`config.mk`:
```
export PLATFORM = sky130hd
export DESIGN_NAME = fpec_top
export DESIGN_NICKNAME = d
export VERILOG_FILES = /design/src/inc/fpec_pkg.sv /design/src/rtl/fpec_top.sv
export VERILOG_INCLUDE_DIRS = /design/src /design/src/inc
export SDC_FILE = /design/constraint.sdc
export NUM_CORES = 1
export LEC_CHECK = 0
export BUFFER_PORTS_ARGS = -buffer_cell sky130_fd_sc_hd__buf_4
export CORE_MARGIN = 2
export CORE_UTILIZATION = 45
export CTS_BUF_LIST = sky130_fd_sc_hd__clkbuf_8
export CTS_CLUSTER_DIAMETER = 80
export DETAILED_ROUTE_END_ITERATION = 10
export PLACE_DENSITY = 0.82
export SLEW_MARGIN = 10
export SYNTH_ARGS = -nofsm -noshare
export SYNTH_HDL_FRONTEND = slang
export SYNTH_SLANG_ARGS = --single-unit
```
`constraint.sdc`:
```
create_clock -name ref_clk -period 2.1 [get_ports ref_clk]
set_clock_uncertainty 0.2 [all_clocks]
set_input_delay 0.21 -clock ref_clk [delete_from_list [all_inputs] [get_ports ref_clk]]
set_output_delay 0.21 -clock ref_clk [all_outputs]
set_load 0.01 [all_outputs]
```
`src/inc/fpec_map.svh`:
```
/*
 * Register offsets, field positions, reset values and the bus answer timing
 * of the flash program/erase control block.
 * Assumes a 32-bit Avalon-MM slave port with byte addresses.
 */
// Summary of operation
// RQ1: Write-enable bit 6 of mode control set allows program and erase to start.
// RQ2: With write-enable 0, other mode bits and erase-block bits cannot be set.
// RQ3: Erase-setup bit 5 set enters erase-setup state; cleared leaves it.
// RQ4: Software sets erase-setup before it sets the erase bit 1.
// RQ5: Program-setup bit 4 set enters program-setup state; cleared leaves it.
// RQ6: Software sets program-setup before it sets the program bit 0.
// RQ7: Erase-verify bit 3 set enters erase-verify mode; cleared cancels it.
// RQ8: Program-verify bit 2 set enters program-verify mode; cleared cancels it.
// RQ9: Erase mode only when erase bit set with write-enable and erase-setup both 1.
// RQ10: Program mode only when program bit set with write-enable and program-setup 1.
// RQ11: Error flag, status bit 7, sets on a program or erase error; resets to 0.
// RQ12: While the error flag is 1 programming and erasing stay blocked.
// RQ13: Software never writes the read-only error status register.
// RQ14: Mode control bit 7 always reads 0.
// RQ15: Error status bits 6 to 0 always read 0.
// RQ16: With write-enable 0 the erase-block select register stays cleared.
// RQ17: Control registers are reachable only while access-enable bit 7 is 1.
`ifndef FPEC_MAP_SVH
`define FPEC_MAP_SVH

// ----------------------------------------------------------------------------
// Register byte offsets
// ----------------------------------------------------------------------------
`define FPEC_OFS_MODE_CTL     4'h0
`define FPEC_OFS_ERR_STATUS   4'h4
`define FPEC_OFS_ERASE_BLK    4'h8
`define FPEC_OFS_ACCESS       4'hC

// ----------------------------------------------------------------------------
// Field positions
// ----------------------------------------------------------------------------
`define FPEC_MC_WREN          6
`define FPEC_MC_ESET          5
`define FPEC_MC_PSET          4
`define FPEC_MC_EVFY          3
`define FPEC_MC_PVFY          2
`define FPEC_MC_E             1
`define FPEC_MC_P             0
`define FPEC_ST_ERR           7
`define FPEC_ACC_EN           7

// ----------------------------------------------------------------------------
// Reset values
// ----------------------------------------------------------------------------
`define FPEC_RST_MODE_CTL     8'h00
`define FPEC_RST_ERASE_BLK    8'h00
`define FPEC_RST_ERR          1'b0
`define FPEC_RST_ACCESS       1'b0
`define FPEC_RST_RDATA        32'h0000_0000

// ----------------------------------------------------------------------------
// Bus timing: cycles from the edge that sees a request to the answer edge
// ----------------------------------------------------------------------------
`define FPEC_WAIT_CYCLES      1

`endif

```
`src/inc/fpec_pkg.sv`:
```
/*
 * Types of the flash program/erase control block.
 * Assumes fpec_map.svh supplies the numeric constants.
 */
package fpec_pkg;

    // ------------------------------------------------------------------------
    // Bus answer sequencer, one-hot
    // ------------------------------------------------------------------------
    typedef enum logic [1:0] {
        FPEC_BUS_IDLE = 2'b01,
        FPEC_BUS_ACK  = 2'b10
    } fpec_bus_st_t;

    // ------------------------------------------------------------------------
    // Whole state of the block
    // ------------------------------------------------------------------------
    typedef struct packed {
        fpec_bus_st_t busSt;
        logic [7:0]   modeCtl;
        logic [7:0]   eraseBlk;
        logic         errFlag;
        logic         accessEn;
        logic [31:0]  rdata;
    } fpec_state_t;

    // ------------------------------------------------------------------------
    // Controls presented to the flash array
    // ------------------------------------------------------------------------
    typedef struct packed {
        logic       eraseSetup;
        logic       programSetup;
        logic       eraseVerify;
        logic       programVerify;
        logic       eraseMode;
        logic       programMode;
        logic       errorProtect;
        logic [6:0] eraseBlocks;
    } fpec_flash_ctrl_t;

endpackage

```
`src/rtl/fpec_top.sv`:
```
/*
 * Flash program/erase control: mode control, error status, erase-block select
 * and access-enable registers behind an Avalon-MM slave with waitrequest.
 * Assumes the flash array reports faults on the same clock as ref_clk.
 */
// The implementer's own choices: the Avalon-MM interface to the registers and the address map.
`timescale 1ns/10ps
`include "fpec_map.svh"

module fpec_top
    import fpec_pkg::*;
(
    input  wire logic             ref_clk,
    input  wire logic             rstn,
    input  wire logic [3:0]       avs_address,
    input  wire logic             avs_read,
    input  wire logic             avs_write,
    input  wire logic [31:0]      avs_writedata,
    input  wire logic [3:0]       avs_byteenable,
    output logic      [31:0]      avs_readdata,
    output logic                  avs_waitrequest,
    input  wire logic             flashFault,
    output fpec_flash_ctrl_t      flashCtrl
);

    // ------------------------------------------------------------------------
    // State
    // ------------------------------------------------------------------------
    fpec_state_t state_q;
    fpec_state_t state_d;

    logic       request;
    logic       accept;
    logic       wrAccept;
    logic       rdAccept;
    logic       hitMode;
    logic       hitStatus;
    logic       hitBlk;
    logic       hitAccess;
    logic       lowLane;
    logic [7:0] rdByte;
    logic       newWren;
    logic       newEset;
    logic       newPset;
    logic       opActive;
    logic [6:0] blkWr;
    logic       blkMulti;

    // ------------------------------------------------------------------------
    // Bus decode
    // ------------------------------------------------------------------------
    // One wait state: the request is seen in IDLE and answered in ACK, so the
    // read data are already in a flop when waitrequest drops.
    assign request   = avs_read | avs_write;
    assign accept    = request & (state_q.busSt == FPEC_BUS_ACK);
    assign wrAccept  = accept & avs_write;
    assign rdAccept  = accept & avs_read;
    assign lowLane   = avs_byteenable[0];

    // The control registers vanish while access is disabled; the access
    // register itself must stay reachable or it could never be set.
    assign hitAccess = (avs_address == `FPEC_OFS_ACCESS);
    assign hitMode   = (avs_address == `FPEC_OFS_MODE_CTL) & state_q.accessEn;   // RQ17
    assign hitStatus = (avs_address == `FPEC_OFS_ERR_STATUS) & state_q.accessEn; // RQ17
    assign hitBlk    = (avs_address == `FPEC_OFS_ERASE_BLK) & state_q.accessEn;  // RQ17

    assign avs_waitrequest = request & (state_q.busSt != FPEC_BUS_ACK);
    assign avs_readdata    = state_q.rdata;

    // ------------------------------------------------------------------------
    // Read mux
    // ------------------------------------------------------------------------
    always_comb begin
        rdByte = 8'h00;
        if (hitMode) begin
            rdByte = {1'b0, state_q.modeCtl[6:0]};              // RQ14
        end else if (hitStatus) begin
            rdByte = {state_q.errFlag, 7'h00};                  // RQ15
        end else if (hitBlk) begin
            rdByte = {1'b0, state_q.eraseBlk[6:0]};
        end else if (hitAccess) begin
            rdByte = {state_q.accessEn, 7'h00};
        end
    end

    // ------------------------------------------------------------------------
    // Write helpers
    // ------------------------------------------------------------------------
    assign newWren  = avs_writedata[`FPEC_MC_WREN];
    assign newEset  = avs_writedata[`FPEC_MC_ESET] & newWren;
    assign newPset  = avs_writedata[`FPEC_MC_PSET] & newWren;
    assign opActive = state_q.modeCtl[`FPEC_MC_E] | state_q.modeCtl[`FPEC_MC_P];
    assign blkWr    = avs_writedata[6:0];
    assign blkMulti = ($countones(blkWr) > 1);

    // ------------------------------------------------------------------------
    // Next state
    // ------------------------------------------------------------------------
    always_comb begin
        state_d = state_q;

        case (state_q.busSt)
            FPEC_BUS_IDLE: begin
                if (request) begin
                    state_d.busSt = FPEC_BUS_ACK;
                    state_d.rdata = {24'h00_0000, rdByte};
                end
            end
            FPEC_BUS_ACK: begin
                state_d.busSt = FPEC_BUS_IDLE;
            end
            default: begin
                state_d.busSt = FPEC_BUS_IDLE;
            end
        endcase

        if (wrAccept & lowLane & hitAccess) begin
            state_d.accessEn = avs_writedata[`FPEC_ACC_EN];
        end

        // Writes to the status register are dropped; software must not issue
        // them, and they have no effect when it does.
        if (wrAccept & lowLane & hitMode) begin
            state_d.modeCtl = 8'h00;                                                // RQ2
            state_d.modeCtl[`FPEC_MC_WREN] = newWren;                               // RQ1
            state_d.modeCtl[`FPEC_MC_ESET] = newEset;                               // RQ3
            state_d.modeCtl[`FPEC_MC_PSET] = newPset;                               // RQ5
            state_d.modeCtl[`FPEC_MC_EVFY] = avs_writedata[`FPEC_MC_EVFY] & newWren; // RQ7
            state_d.modeCtl[`FPEC_MC_PVFY] = avs_writedata[`FPEC_MC_PVFY] & newWren; // RQ8
            // Erase and program only take when their setup bit already holds,
            // so a single write cannot skip the setup step.
            state_d.modeCtl[`FPEC_MC_E] = avs_writedata[`FPEC_MC_E] & newEset
                                          & state_q.modeCtl[`FPEC_MC_ESET];         // RQ9
            state_d.modeCtl[`FPEC_MC_P] = avs_writedata[`FPEC_MC_P] & newPset
                                          & state_q.modeCtl[`FPEC_MC_PSET];         // RQ10
        end

        if (wrAccept & lowLane & hitBlk & state_q.modeCtl[`FPEC_MC_WREN]) begin  // RQ2
            // More than one block selected clears the whole selection.
            state_d.eraseBlk = blkMulti ? `FPEC_RST_ERASE_BLK : {1'b0, blkWr};
        end

        if (!state_d.modeCtl[`FPEC_MC_WREN]) begin
            state_d.eraseBlk = `FPEC_RST_ERASE_BLK;                                 // RQ16
        end

        if (flashFault & opActive) begin
            state_d.errFlag = 1'b1;                                                 // RQ11
        end

        if (state_d.errFlag) begin
            state_d.modeCtl[`FPEC_MC_E] = 1'b0;                                     // RQ12
            state_d.modeCtl[`FPEC_MC_P] = 1'b0;                                     // RQ12
        end
    end

    always_ff @(posedge ref_clk or negedge rstn) begin
        if (!rstn) begin
            state_q.busSt    <= FPEC_BUS_IDLE;
            state_q.modeCtl  <= `FPEC_RST_MODE_CTL;
            state_q.eraseBlk <= `FPEC_RST_ERASE_BLK;
            state_q.errFlag  <= `FPEC_RST_ERR;
            state_q.accessEn <= `FPEC_RST_ACCESS;
            state_q.rdata    <= `FPEC_RST_RDATA;
        end else begin
            state_q <= state_d;
        end
    end

    // ------------------------------------------------------------------------
    // Flash array controls
    // ------------------------------------------------------------------------
    always_comb begin
        flashCtrl.eraseSetup    = state_q.modeCtl[`FPEC_MC_ESET];
        flashCtrl.programSetup  = state_q.modeCtl[`FPEC_MC_PSET];
        flashCtrl.eraseVerify   = state_q.modeCtl[`FPEC_MC_EVFY];
        flashCtrl.programVerify = state_q.modeCtl[`FPEC_MC_PVFY];
        flashCtrl.eraseMode     = state_q.modeCtl[`FPEC_MC_E];
        flashCtrl.programMode   = state_q.modeCtl[`FPEC_MC_P];
        flashCtrl.errorProtect  = state_q.errFlag;
        flashCtrl.eraseBlocks   = state_q.eraseBlk[6:0];
    end
endmodule // fpec_top

```
==> Word level (Yosys, flattened, before mapping) <==
Index checks and enable logic that the tools add are counted.
{ "totals": {"regBits": 26, "latch_bits": 0, "ram_bits": 0, "rom_bits": 0, "out_inout_bits": 47, "memories": 0} }
{ "op_classes": {"add_sub_neg": 6, "mul": 0, "div_mod_pow": 0, "order_cmp": 1, "eq_ne": 8, "n_shift": 0, "n_mux": 12, "bitwise_logic": 22, "reduce_logical": 3} }
{ "op_table": {"columns": ["cell", "n"], "rows": [
  ["8-bit 2-to-1 mux", 4],
  ["7-bit 2-to-1 mux", 4],
  ["1-bit bitwise AND", 20],
  ["4-bit == test (second input constant)", 2],
  ["1-bit by 1-bit adder with 2-bit output", 3],
  ["2-bit 2-to-1 mux", 3],
  ["3-bit by 3-bit adder with 4-bit output", 1],
  ["4-bit by 3-bit == test with 1-bit output (second input constant)", 1],
  ["4-bit by 1-bit > comparator with 1-bit output (second input constant)", 1],
  ["4-bit logical NOT", 1],
  ["2-bit inequality test (second input constant)", 2],
  ["2-bit by 1-bit adder with 3-bit output", 1],
  ["2-bit by 2-bit adder with 3-bit output", 1],
  ["2-bit by 1-bit == test with 1-bit output (second input constant)", 1],
  ["2-bit == test (second input constant)", 1],
  ["2-bit by 1-bit inequality test with 1-bit output (second input constant)", 1],
  ["1-bit OR", 2],
  ["2-bit AND reduction", 1],
  ["2-bit nonzero test", 1],
  ["1-bit 2-to-1 mux", 1]
]} }

==> Longest topological paths before layout <==
Gate-level depths: netlist (run 1).
{ "logic_depth": {"ltp_word": 8, "ltp_mapped": 10} }

==> Least setup slack after synthesis (run 1) <==
OpenSTA, ideal clock, no wires.
{ "synth_path": {"path_kind": "input-to-reg", "from": "in avs_writedata[0]", "to": "reg state_q (netlist bit flashCtrl[0])", "t_arrival_ns": 2.613, "required_time_ns": 1.822, "setup_slack_ns": -0.790, "path_stages": 10, "n_path_buf": 0, "cell_sequence": "inv_1 fa_1 fa_1 inv_1 ha_1 a21o_1 fa_1 nor2_1 nand3_1 a21oi_1"} }
{ "synth_between": {"elab_chain_cells": 7} }
{ "synth_lines": {"columns": ["item", "line", "text"], "rows": [
  ["from (decl)", "fpec_top.sv:18", "input wire logic [31:0] avs_writedata,"],
  ["1-bit by 1-bit adder with 2-bit output (implied by the code)", "fpec_top.sv:94", "assign blkMulti = ($countones(blkWr) > 1);"],
  ["2-bit by 2-bit adder with 3-bit output (implied by the code)", "fpec_top.sv:94", null],
  ["3-bit by 3-bit adder with 4-bit output (implied by the code)", "fpec_top.sv:94", null],
  ["4-bit by 1-bit > comparator with 1-bit output", "fpec_top.sv:94", null],
  ["7-bit 2-to-1 mux *", "fpec_top.sv:140", "state_d.eraseBlk = blkMulti ? `FPEC_RST_ERASE_BLK : {1'b0, blkWr};"],
  ["7-bit 2-to-1 mux *", "fpec_top.sv:138", "if (wrAccept & lowLane & hitBlk & state_q.modeCtl[`FPEC_MC_WREN]) begin"],
  ["7-bit 2-to-1 mux *", "fpec_top.sv:143", "if (!state_d.modeCtl[`FPEC_MC_WREN]) begin"],
  ["to (signal assigned)", "fpec_top.sv:166", "state_q <= state_d;"],
  ["to (decl)", "fpec_top.sv:29", "fpec_state_t state_q;"]
]} }
Every way passes the cells marked *; elsewhere a longest branch is shown, timed or not. The select of a mux whose other input is x is not followed.
A chain may end at the register's enable or synchronous reset.

==> Worst setup path after layout (run 1) <==
{ "layout_path": {"from": "in avs_writedata[3]", "to": "reg state_q (netlist bit flashCtrl[1])"} }
{ "layout_between": {"elab_chain_cells": 7} }
{ "layout_lines": {"columns": ["item", "line"], "rows": [
  ["1-bit by 1-bit adder with 2-bit output (implied by the code)", "fpec_top.sv:94"],
  ["2-bit by 2-bit adder with 3-bit output (implied by the code)", "fpec_top.sv:94"],
  ["3-bit by 3-bit adder with 4-bit output (implied by the code)", "fpec_top.sv:94"],
  ["4-bit by 1-bit > comparator with 1-bit output", "fpec_top.sv:94"],
  ["7-bit 2-to-1 mux", "fpec_top.sv:140"],
  ["7-bit 2-to-1 mux", "fpec_top.sv:138"],
  ["7-bit 2-to-1 mux", "fpec_top.sv:143"]
]} }
Every way passes these cells. The select of a mux whose other input is x is not followed.

==> flow_metrics.env, run 1 <==
export IMPL_status="finished with violations"
export IMPL_violations="setup timing"
export IMPL_worstHoldEndpoint="flashCtrl[12]"
export IMPL_synth_edf_count=0
export IMPL_fin_crit_ps=2750
export IMPL_crit_path_max_incr_delay_ps=490
export IMPL_startpoint_type="input pin"
export IMPL_postSynthCellCount=176
export IMPL_antenna_found_initial=0
export IMPL_cp_max_fo=7
export IMPL_cts_htree_levels=1
export IMPL_ir_worst_vdd_mv=0.308
export IMPL_via_per_inst=4.67
export IMPL_layout_drive_gt1_share_pct=33.0
export IMPL_clkPwrFrac_pct=26.5
export IMPL_yosys_most_used_dff="dfrtp_1"
export IMPL_critical_path_class="in2reg"
export IMPL_finalHoldViolCount=0
export IMPL_reg2reg_depth=4
export IMPL_synth_fa_ha_area_share_pct=4.48
export IMPL_synth_mux_area_share_pct=2.78
export IMPL_maxCapViolCount=0
export IMPL_overflow=0
export IMPL_min_period_over_period_pct=131
export IMPL_dpl_cell_area_um2=1770
export IMPL_synth_compound_area_share_pct=9.26
export IMPL_swShare_pct=29.9
export IMPL_core_area_um2=3390
export IMPL_comb_power_share_pct=32.1
export IMPL_cts_tree="done"
export IMPL_preCtsSetupSlack_ps=-917
export IMPL_rsz0062_at_grt="true"
export IMPL_diodes=0
export IMPL_min_delay_start="avs_writedata[4]"
export IMPL_max_freq_mhz=364
export IMPL_reg2reg_from="state_q[32]"
export IMPL_reg2reg_slack_ps=90
export IMPL_layout_nets=253
export IMPL_syn_area_per_cell_um2=9.21
export IMPL_grt_pass1_wl_um=4930
export IMPL_hpwl_um=2310
export IMPL_p_int_uw=1080
export IMPL_start_util_pct=47.8
export IMPL_power_leakage_uw=0.000965
export IMPL_grt_pass1_vias=1129
export IMPL_clock_root_buffer="clkbuf_8"
export IMPL_grt_max_degree=27
export IMPL_synth_top_family_by_area="buffers and inverters"
export IMPL_clk_latency_ps=270
export IMPL_synth_area_um2=1620
export IMPL_cp_cell_sequence="buf_8, inv_8, fa_1, fa_1, inv_1, ha_1, a21o_1, fa_1, nor2_4, nand3_1, a21oi_1"
export IMPL_ys_ff_latch=26
export IMPL_seqPwrFrac_pct=41.4
export IMPL_dr_pass1_iters=5
export IMPL_r2r_end="flashCtrl[1]"
export IMPL_clkTransAtPathRegs_ps=90
export IMPL_slew_violations=0
export IMPL_stdcell_area_um2=1920
export IMPL_setup_viol=7
export IMPL_routabilityCongestion=0.791
export IMPL_async_reset_ff_share_pct=100
export IMPL_pwr_density_cell_nw_per_um2=803
export IMPL_drc_errors=0
export IMPL_synth_simple_area_share_pct=16.4
export IMPL_synth_xor_area_share_pct=0
export IMPL_yosysUniqueCellTypes=32
export IMPL_die_w_um=64.0
export IMPL_io_pins=92
export IMPL_cp_arrival_ps=2740
export IMPL_seq_area_frac_synth_pct=40.2
export IMPL_holdWs_ps=6.61
export IMPL_placedCellCount=242
export IMPL_required_ps=2090
export IMPL_min_path_type="in2reg"
export IMPL_endpoint_kind="flop"
export IMPL_max_slew_margin_pct=67.3
export IMPL_drtIter0Drc=31
export IMPL_cts_buffer_depth=2
export IMPL_clock_sinks=26
export IMPL_portBuffers=40
export IMPL_fp_row_count=21
export IMPL_ant_nets=0
export IMPL_yosys_warnings=0
export IMPL_design_die_area_um2=4100
export IMPL_fin_ws_ps=-650
export IMPL_tightest_slew_ps=483
export IMPL_finalWirelength_um=2950
export IMPL_cts_made_buffers=3
export IMPL_wire_per_inst_um=11.9
export IMPL_die_y_um=64.0
export IMPL_slowest_stage="fa_1"
export IMPL_post_cts_setup_buffer_count=0
export IMPL_track_usage_pct=15.1
export IMPL_fin_cells=249
export IMPL_syn2layout_area_growth_pct=18.3
export IMPL_nFillCells=320
export IMPL_power_switching_uw=460
export IMPL_worstHoldPathCells=3
export IMPL_crit_path_frequent_cell="fa_1"
export IMPL_dr_total_vias=1163
==> power groups by stage <==
| stage | Combinational, uW | Clock, uW | Sequential [uW] |
|---|---|---|---|
| after detailed placement | 486 | 0 | 650 |
| after CTS | 496 | 412 | 640 |
| after global routing | 558 | 440 | 651 |
| after floorplan | 423 | 0 | 640 |
| after global placement | 474 | 0 | 647 |
| final | 494 | 408 | 638 |
==> cells in the final DEF (no fill, tap or decap), drive strengths merged <==
cell type,netlist,routed
buf,48,48
dfrtp,25,25
conb,1,24
nor2,21,21
inv,14,14
nand3,11,11
nand2,8,8
a21oi,8,8
a221oi,7,7
o21ai,5,5
fa,3,3
clkbuf,3,3
dlygate4sd3,0,3
mux2i,3,3
a21o,2,2
nand4,2,2
or4b,1,1
and4b,1,1
nor3b,1,1
nand2b,1,1
nor4b,1,1
and4,1,1
or3,1,1
clkinv,1,1
nor4,1,1
mux2,1,1
o2111ai,1,1
nor3,1,1
and2,1,1
ha,1,1
bufinv,0,1
dfstp,1,1
==> flip-flops by register name (all words and copies together) (netlist names) <==
name / flops
flashCtrl: 14
state_q: 4
avs_readdata: 8
==> cell usage after synthesis, drive strengths merged (2+ instances only) <==
library cell  number  area (um2)
mux2i              3        33.8
nand4              2        12.5
fa                 3        60.1
a221oi             7        61.3
o21ai              5        25.0
a21o               2        15.0
inv               14        52.6
buf               48         364
a21oi              8        40.0
dfrtp             25         626
nand3             11        55.1
nand2              8        30.0
clkbuf             3        11.3
nor2              21        78.8
==> worst max-delay path, delay by kind of cell <==
family	cells	cell delay [ps]
fa+ha+maj	4	1720
simple gates	2	340
buf+inv	3	150
compound gates	2	320
==> logic make-up after synthesis <==
| family | after synthesis |
|---|---|
| multiplexers | 4 |
| buffers and inverters | 66 |
| adder cells (fa/ha/maj) | 4 |
| flip-flops | 26 |
| AO/OA/AOI/OAI | 23 |
| AND/OR/NAND/NOR | 52 |
| other | 1 |
==> repair_timing <==
item                                    in CTS  in global routing
endpoints found under the setup margin       7                  7
endpoints found under the hold margin       28                  0
hold buffers                                 3                  0
resized for setup                            8                  5
pin swaps                                    2                  5
==> layout make-up <==
type	instances	area (um2)	area share [%]
clock buffers	3	41.3	2.15
clock inverters	1	30.0	1.57
inverters	15	66.3	3.46
multi-input cells	107	666	34.7
flip-flops and latches	26	652	34.0
well taps	46	57.6	3.00
repair buffers	51	405	21.1
==> routing by layer <==
metal | routed length, um | share of wire, % | up-vias | GRT usage (%)
li1 | - | - | 571 | -
met1 | 1280 | 43 | 542 | 19.0
met2 | 1470 | 50 | 45 | 25.9
met3 | 151 | 5.1 | 5 | 1.23
met4 | 51 | 1.7 | 0 | 7.34
met5 | 0 | 0 | - | 0
==> metrics by stage <==
step           util (%)  power [uW]  TNS [ps]
6_report           56.6        1540     -4090
5_1_grt            56.6        1650     -4720
3_3_place_gp       52.1        1120     -5780
2_1_floorplan         -        1060     -4560
3_5_place_dp       52.1        1140     -6290
4_1_cts            55.9        1550     -4120
==> worst max path at each step <==
stage	slack (ps)	start	to
finish	-650	avs_writedata[3]	flashCtrl[1]
global placement	-840	avs_writedata[3]	flashCtrl[1]
CTS	-620	avs_writedata[3]	flashCtrl[0]
floorplan	-650	avs_writedata[3]	flashCtrl[0]
global route	-730	avs_writedata[3]	flashCtrl[1]
detailed placement	-920	avs_writedata[0]	flashCtrl[0]
Note: power is estimated with default switching activity, not from simulation.
==> inputs of run 2 (changes only) <==
--- a/config.mk
+++ b/config.mk
@@ -6,7 +6,8 @@
 export SDC_FILE = /design/constraint.sdc
 export NUM_CORES = 1
 export LEC_CHECK = 0
-export BUFFER_PORTS_ARGS = -buffer_cell sky130_fd_sc_hd__buf_4
+export BUFFER_PORTS_ARGS = -buffer_cell sky130_fd_sc_hd__buf_2
+export CORE_ASPECT_RATIO = 1.5
 export CORE_MARGIN = 2
 export CORE_UTILIZATION = 45
 export CTS_BUF_LIST = sky130_fd_sc_hd__clkbuf_8
==> run 2 against run 1 <==
The run still ends with setup timing left. Routed wire length increased by 3.3%. Critical path depth unchanged. Register-to-register slack improved by 70 ps. Utilization decreased by 4.0 points. Clock power decreased by 31%. Die area increased by 0.24%. Combinational power decreased by 9.3%. Maximum frequency increased by 1.0%. Power decreased by 11%. Sequential power about the same. Setup slack improved by 28 ps. Non-clock buffer count increased by 2. Critical path type unchanged. Largest cell class unchanged.
==> flow_metrics.env, run 2 (synthesis results as in run 1) <==
export IMPL_ir_worst_vdd_mv=0.435
export IMPL_routabilityCongestion=0.783
export IMPL_cts_buffer_depth=2
export IMPL_clock_sinks=26
export IMPL_layout_nets=255
export IMPL_maxCapViolCount=0
export IMPL_die_w_um=53.0
export IMPL_rsz0062_at_grt="true"
export IMPL_overflow=0
export IMPL_finalWirelength_um=3050
export IMPL_slew_violations=0
export IMPL_dr_pass1_iters=4
export IMPL_endpoint_kind="flop"
export IMPL_cts_htree_levels=1
export IMPL_cts_made_buffers=3
export IMPL_cp_cell_sequence="buf_8, inv_8, fa_1, fa_1, inv_1, ha_1, a21o_1, fa_1, nor2_4, nand3_1, a21oi_2"
export IMPL_grt_pass1_vias=1165
export IMPL_ant_nets=0
export IMPL_syn2layout_area_growth_pct=10.8
export IMPL_startpoint_type="input pin"
export IMPL_drtIter0Drc=18
export IMPL_fin_crit_ps=2720
export IMPL_cp_arrival_ps=2720
export IMPL_setup_viol=7
export IMPL_status="finished with violations"
export IMPL_required_ps=2100
export IMPL_dpl_cell_area_um2=1680
export IMPL_crit_path_max_incr_delay_ps=490
export IMPL_clk_latency_ps=270
export IMPL_wire_per_inst_um=12.3
export IMPL_fin_ws_ps=-622
export IMPL_design_die_area_um2=4110
export IMPL_hpwl_um=2420
export IMPL_drc_errors=0
export IMPL_grt_pass1_wl_um=5050
export IMPL_finalHoldViolCount=0
export IMPL_cts_tree="done"
export IMPL_fp_row_count=26
export IMPL_max_slew_margin_pct=62.6
export IMPL_tightest_slew_ps=562
export IMPL_diodes=0
export IMPL_final_cell_mix="buf_2 (37), dfrtp_1 (25), conb_1 (24)"
export IMPL_cp_buffers_inverters=3
export IMPL_crit_family="adder cells"
export IMPL_core_area_um2=3420
export IMPL_largest_reg_flops=14
export IMPL_min_path_type="in2reg"
export IMPL_antenna_found_initial=0
export IMPL_portBuffers=40
export IMPL_final_common_cell="buf_2"
export IMPL_max_freq_mhz=367
export IMPL_violations="setup timing"
export IMPL_via_per_inst=4.87
export IMPL_layout_drive_gt1_share_pct=32.7
export IMPL_power_leakage_uw=0.000943
export IMPL_crit_path_frequent_cell="fa_1"
export IMPL_io_pins=92
export IMPL_die_y_um=77.5
export IMPL_dr_total_vias=1203
export IMPL_clkTransAtPathRegs_ps=90
export IMPL_critical_path_class="in2reg"
export IMPL_min_period_over_period_pct=130
export IMPL_pwr_density_cell_nw_per_um2=760
export IMPL_clock_root_buffer="clkbuf_8"
export IMPL_stdcell_area_um2=1800
export IMPL_slowest_stage="fa_1"
export IMPL_cp_max_fo=7
export IMPL_track_usage_pct=16.1
export IMPL_start_util_pct=47.5
export IMPL_grt_max_degree=27
export IMPL_preCtsSetupSlack_ps=-949
run 2: through the flow:
| stage | util, % | setup TNS (ps) | cells | total power [uW] | hold slack (ps) |
|---|---|---|---|---|---|
| 3_3_place_gp | 49.0 | -6000 | 240 | 1080 | 29.1 |
| 3_5_place_dp | 49.0 | -6560 | 240 | 1100 | 34.6 |
| 2_1_floorplan | - | -4560 | 199 | 1060 | -286 |
| 5_1_grt | 52.6 | -4800 | 247 | 1480 | 12.3 |
| 6_report | 52.6 | -4160 | 247 | 1360 | 6.21 |
| 4_1_cts | 51.6 | -4240 | 246 | 1370 | 14.7 |
run 2: layout make-up:
type / count / area (um2)
sequential: 26 / 652
clock buffer: 3 / 41.3
multi-input combinational: 107 / 658
inverter: 15 / 63.8
fill: 322 / 1620
clock inverter: 1 / 3.75
tap: 42 / 52.6
timing repair buffer: 53 / 325
run 2: worst register-to-register path, cell delays in order (launching register included):
cell	delay, ps
dfrtp_1	380
or4b_4	490
nor3b_4	270
mux2i_4	410
a21oi_1	70
run 2: final timing paths:
kind / from / endpoint / depth (start not counted) / slack [ps]
worst min-delay path: avs_writedata[2] / flashCtrl[10] / 3 / 6
worst min register to register: avs_readdata[7] / avs_readdata[7] / 1 / 280
worst max-delay path: avs_writedata[3] / flashCtrl[6] / 11 / -620
max in group asynchronous: rstn / flashCtrl[6] / 2 / 1060
min in group asynchronous: rstn / flashCtrl[13] / 2 / 270
worst max register to register: state_q[32] / flashCtrl[1] / 4 / 160
run 2: what timing repair did:
item                                   in CTS  in global routing
resized for setup                           6                  5
pin swaps                                   4                  3
setup endpoints to repair                   7                  7
setup buffers                               0                  1
gates cloned                                0                  0
hold buffers                                2                  0
endpoints found under the hold margin      26                  0
run 2: layer usage:
metal	wire length, um	GRT usage [%]	part of all wire, %	vias to the layer above
met5	0	0	0	-
met4	78	6.15	2.6	0
met3	176	1.92	5.8	9
met2	1740	29.4	57	48
met1	1060	18.2	35	568
li1	-	-	-	578
run 2: power by group:
part / switching (uW) / internal (uW) / total [uW]
logic: 262 / 186 / 448
registers: 41.4 / 595 / 637
clock network: 149 / 131 / 280
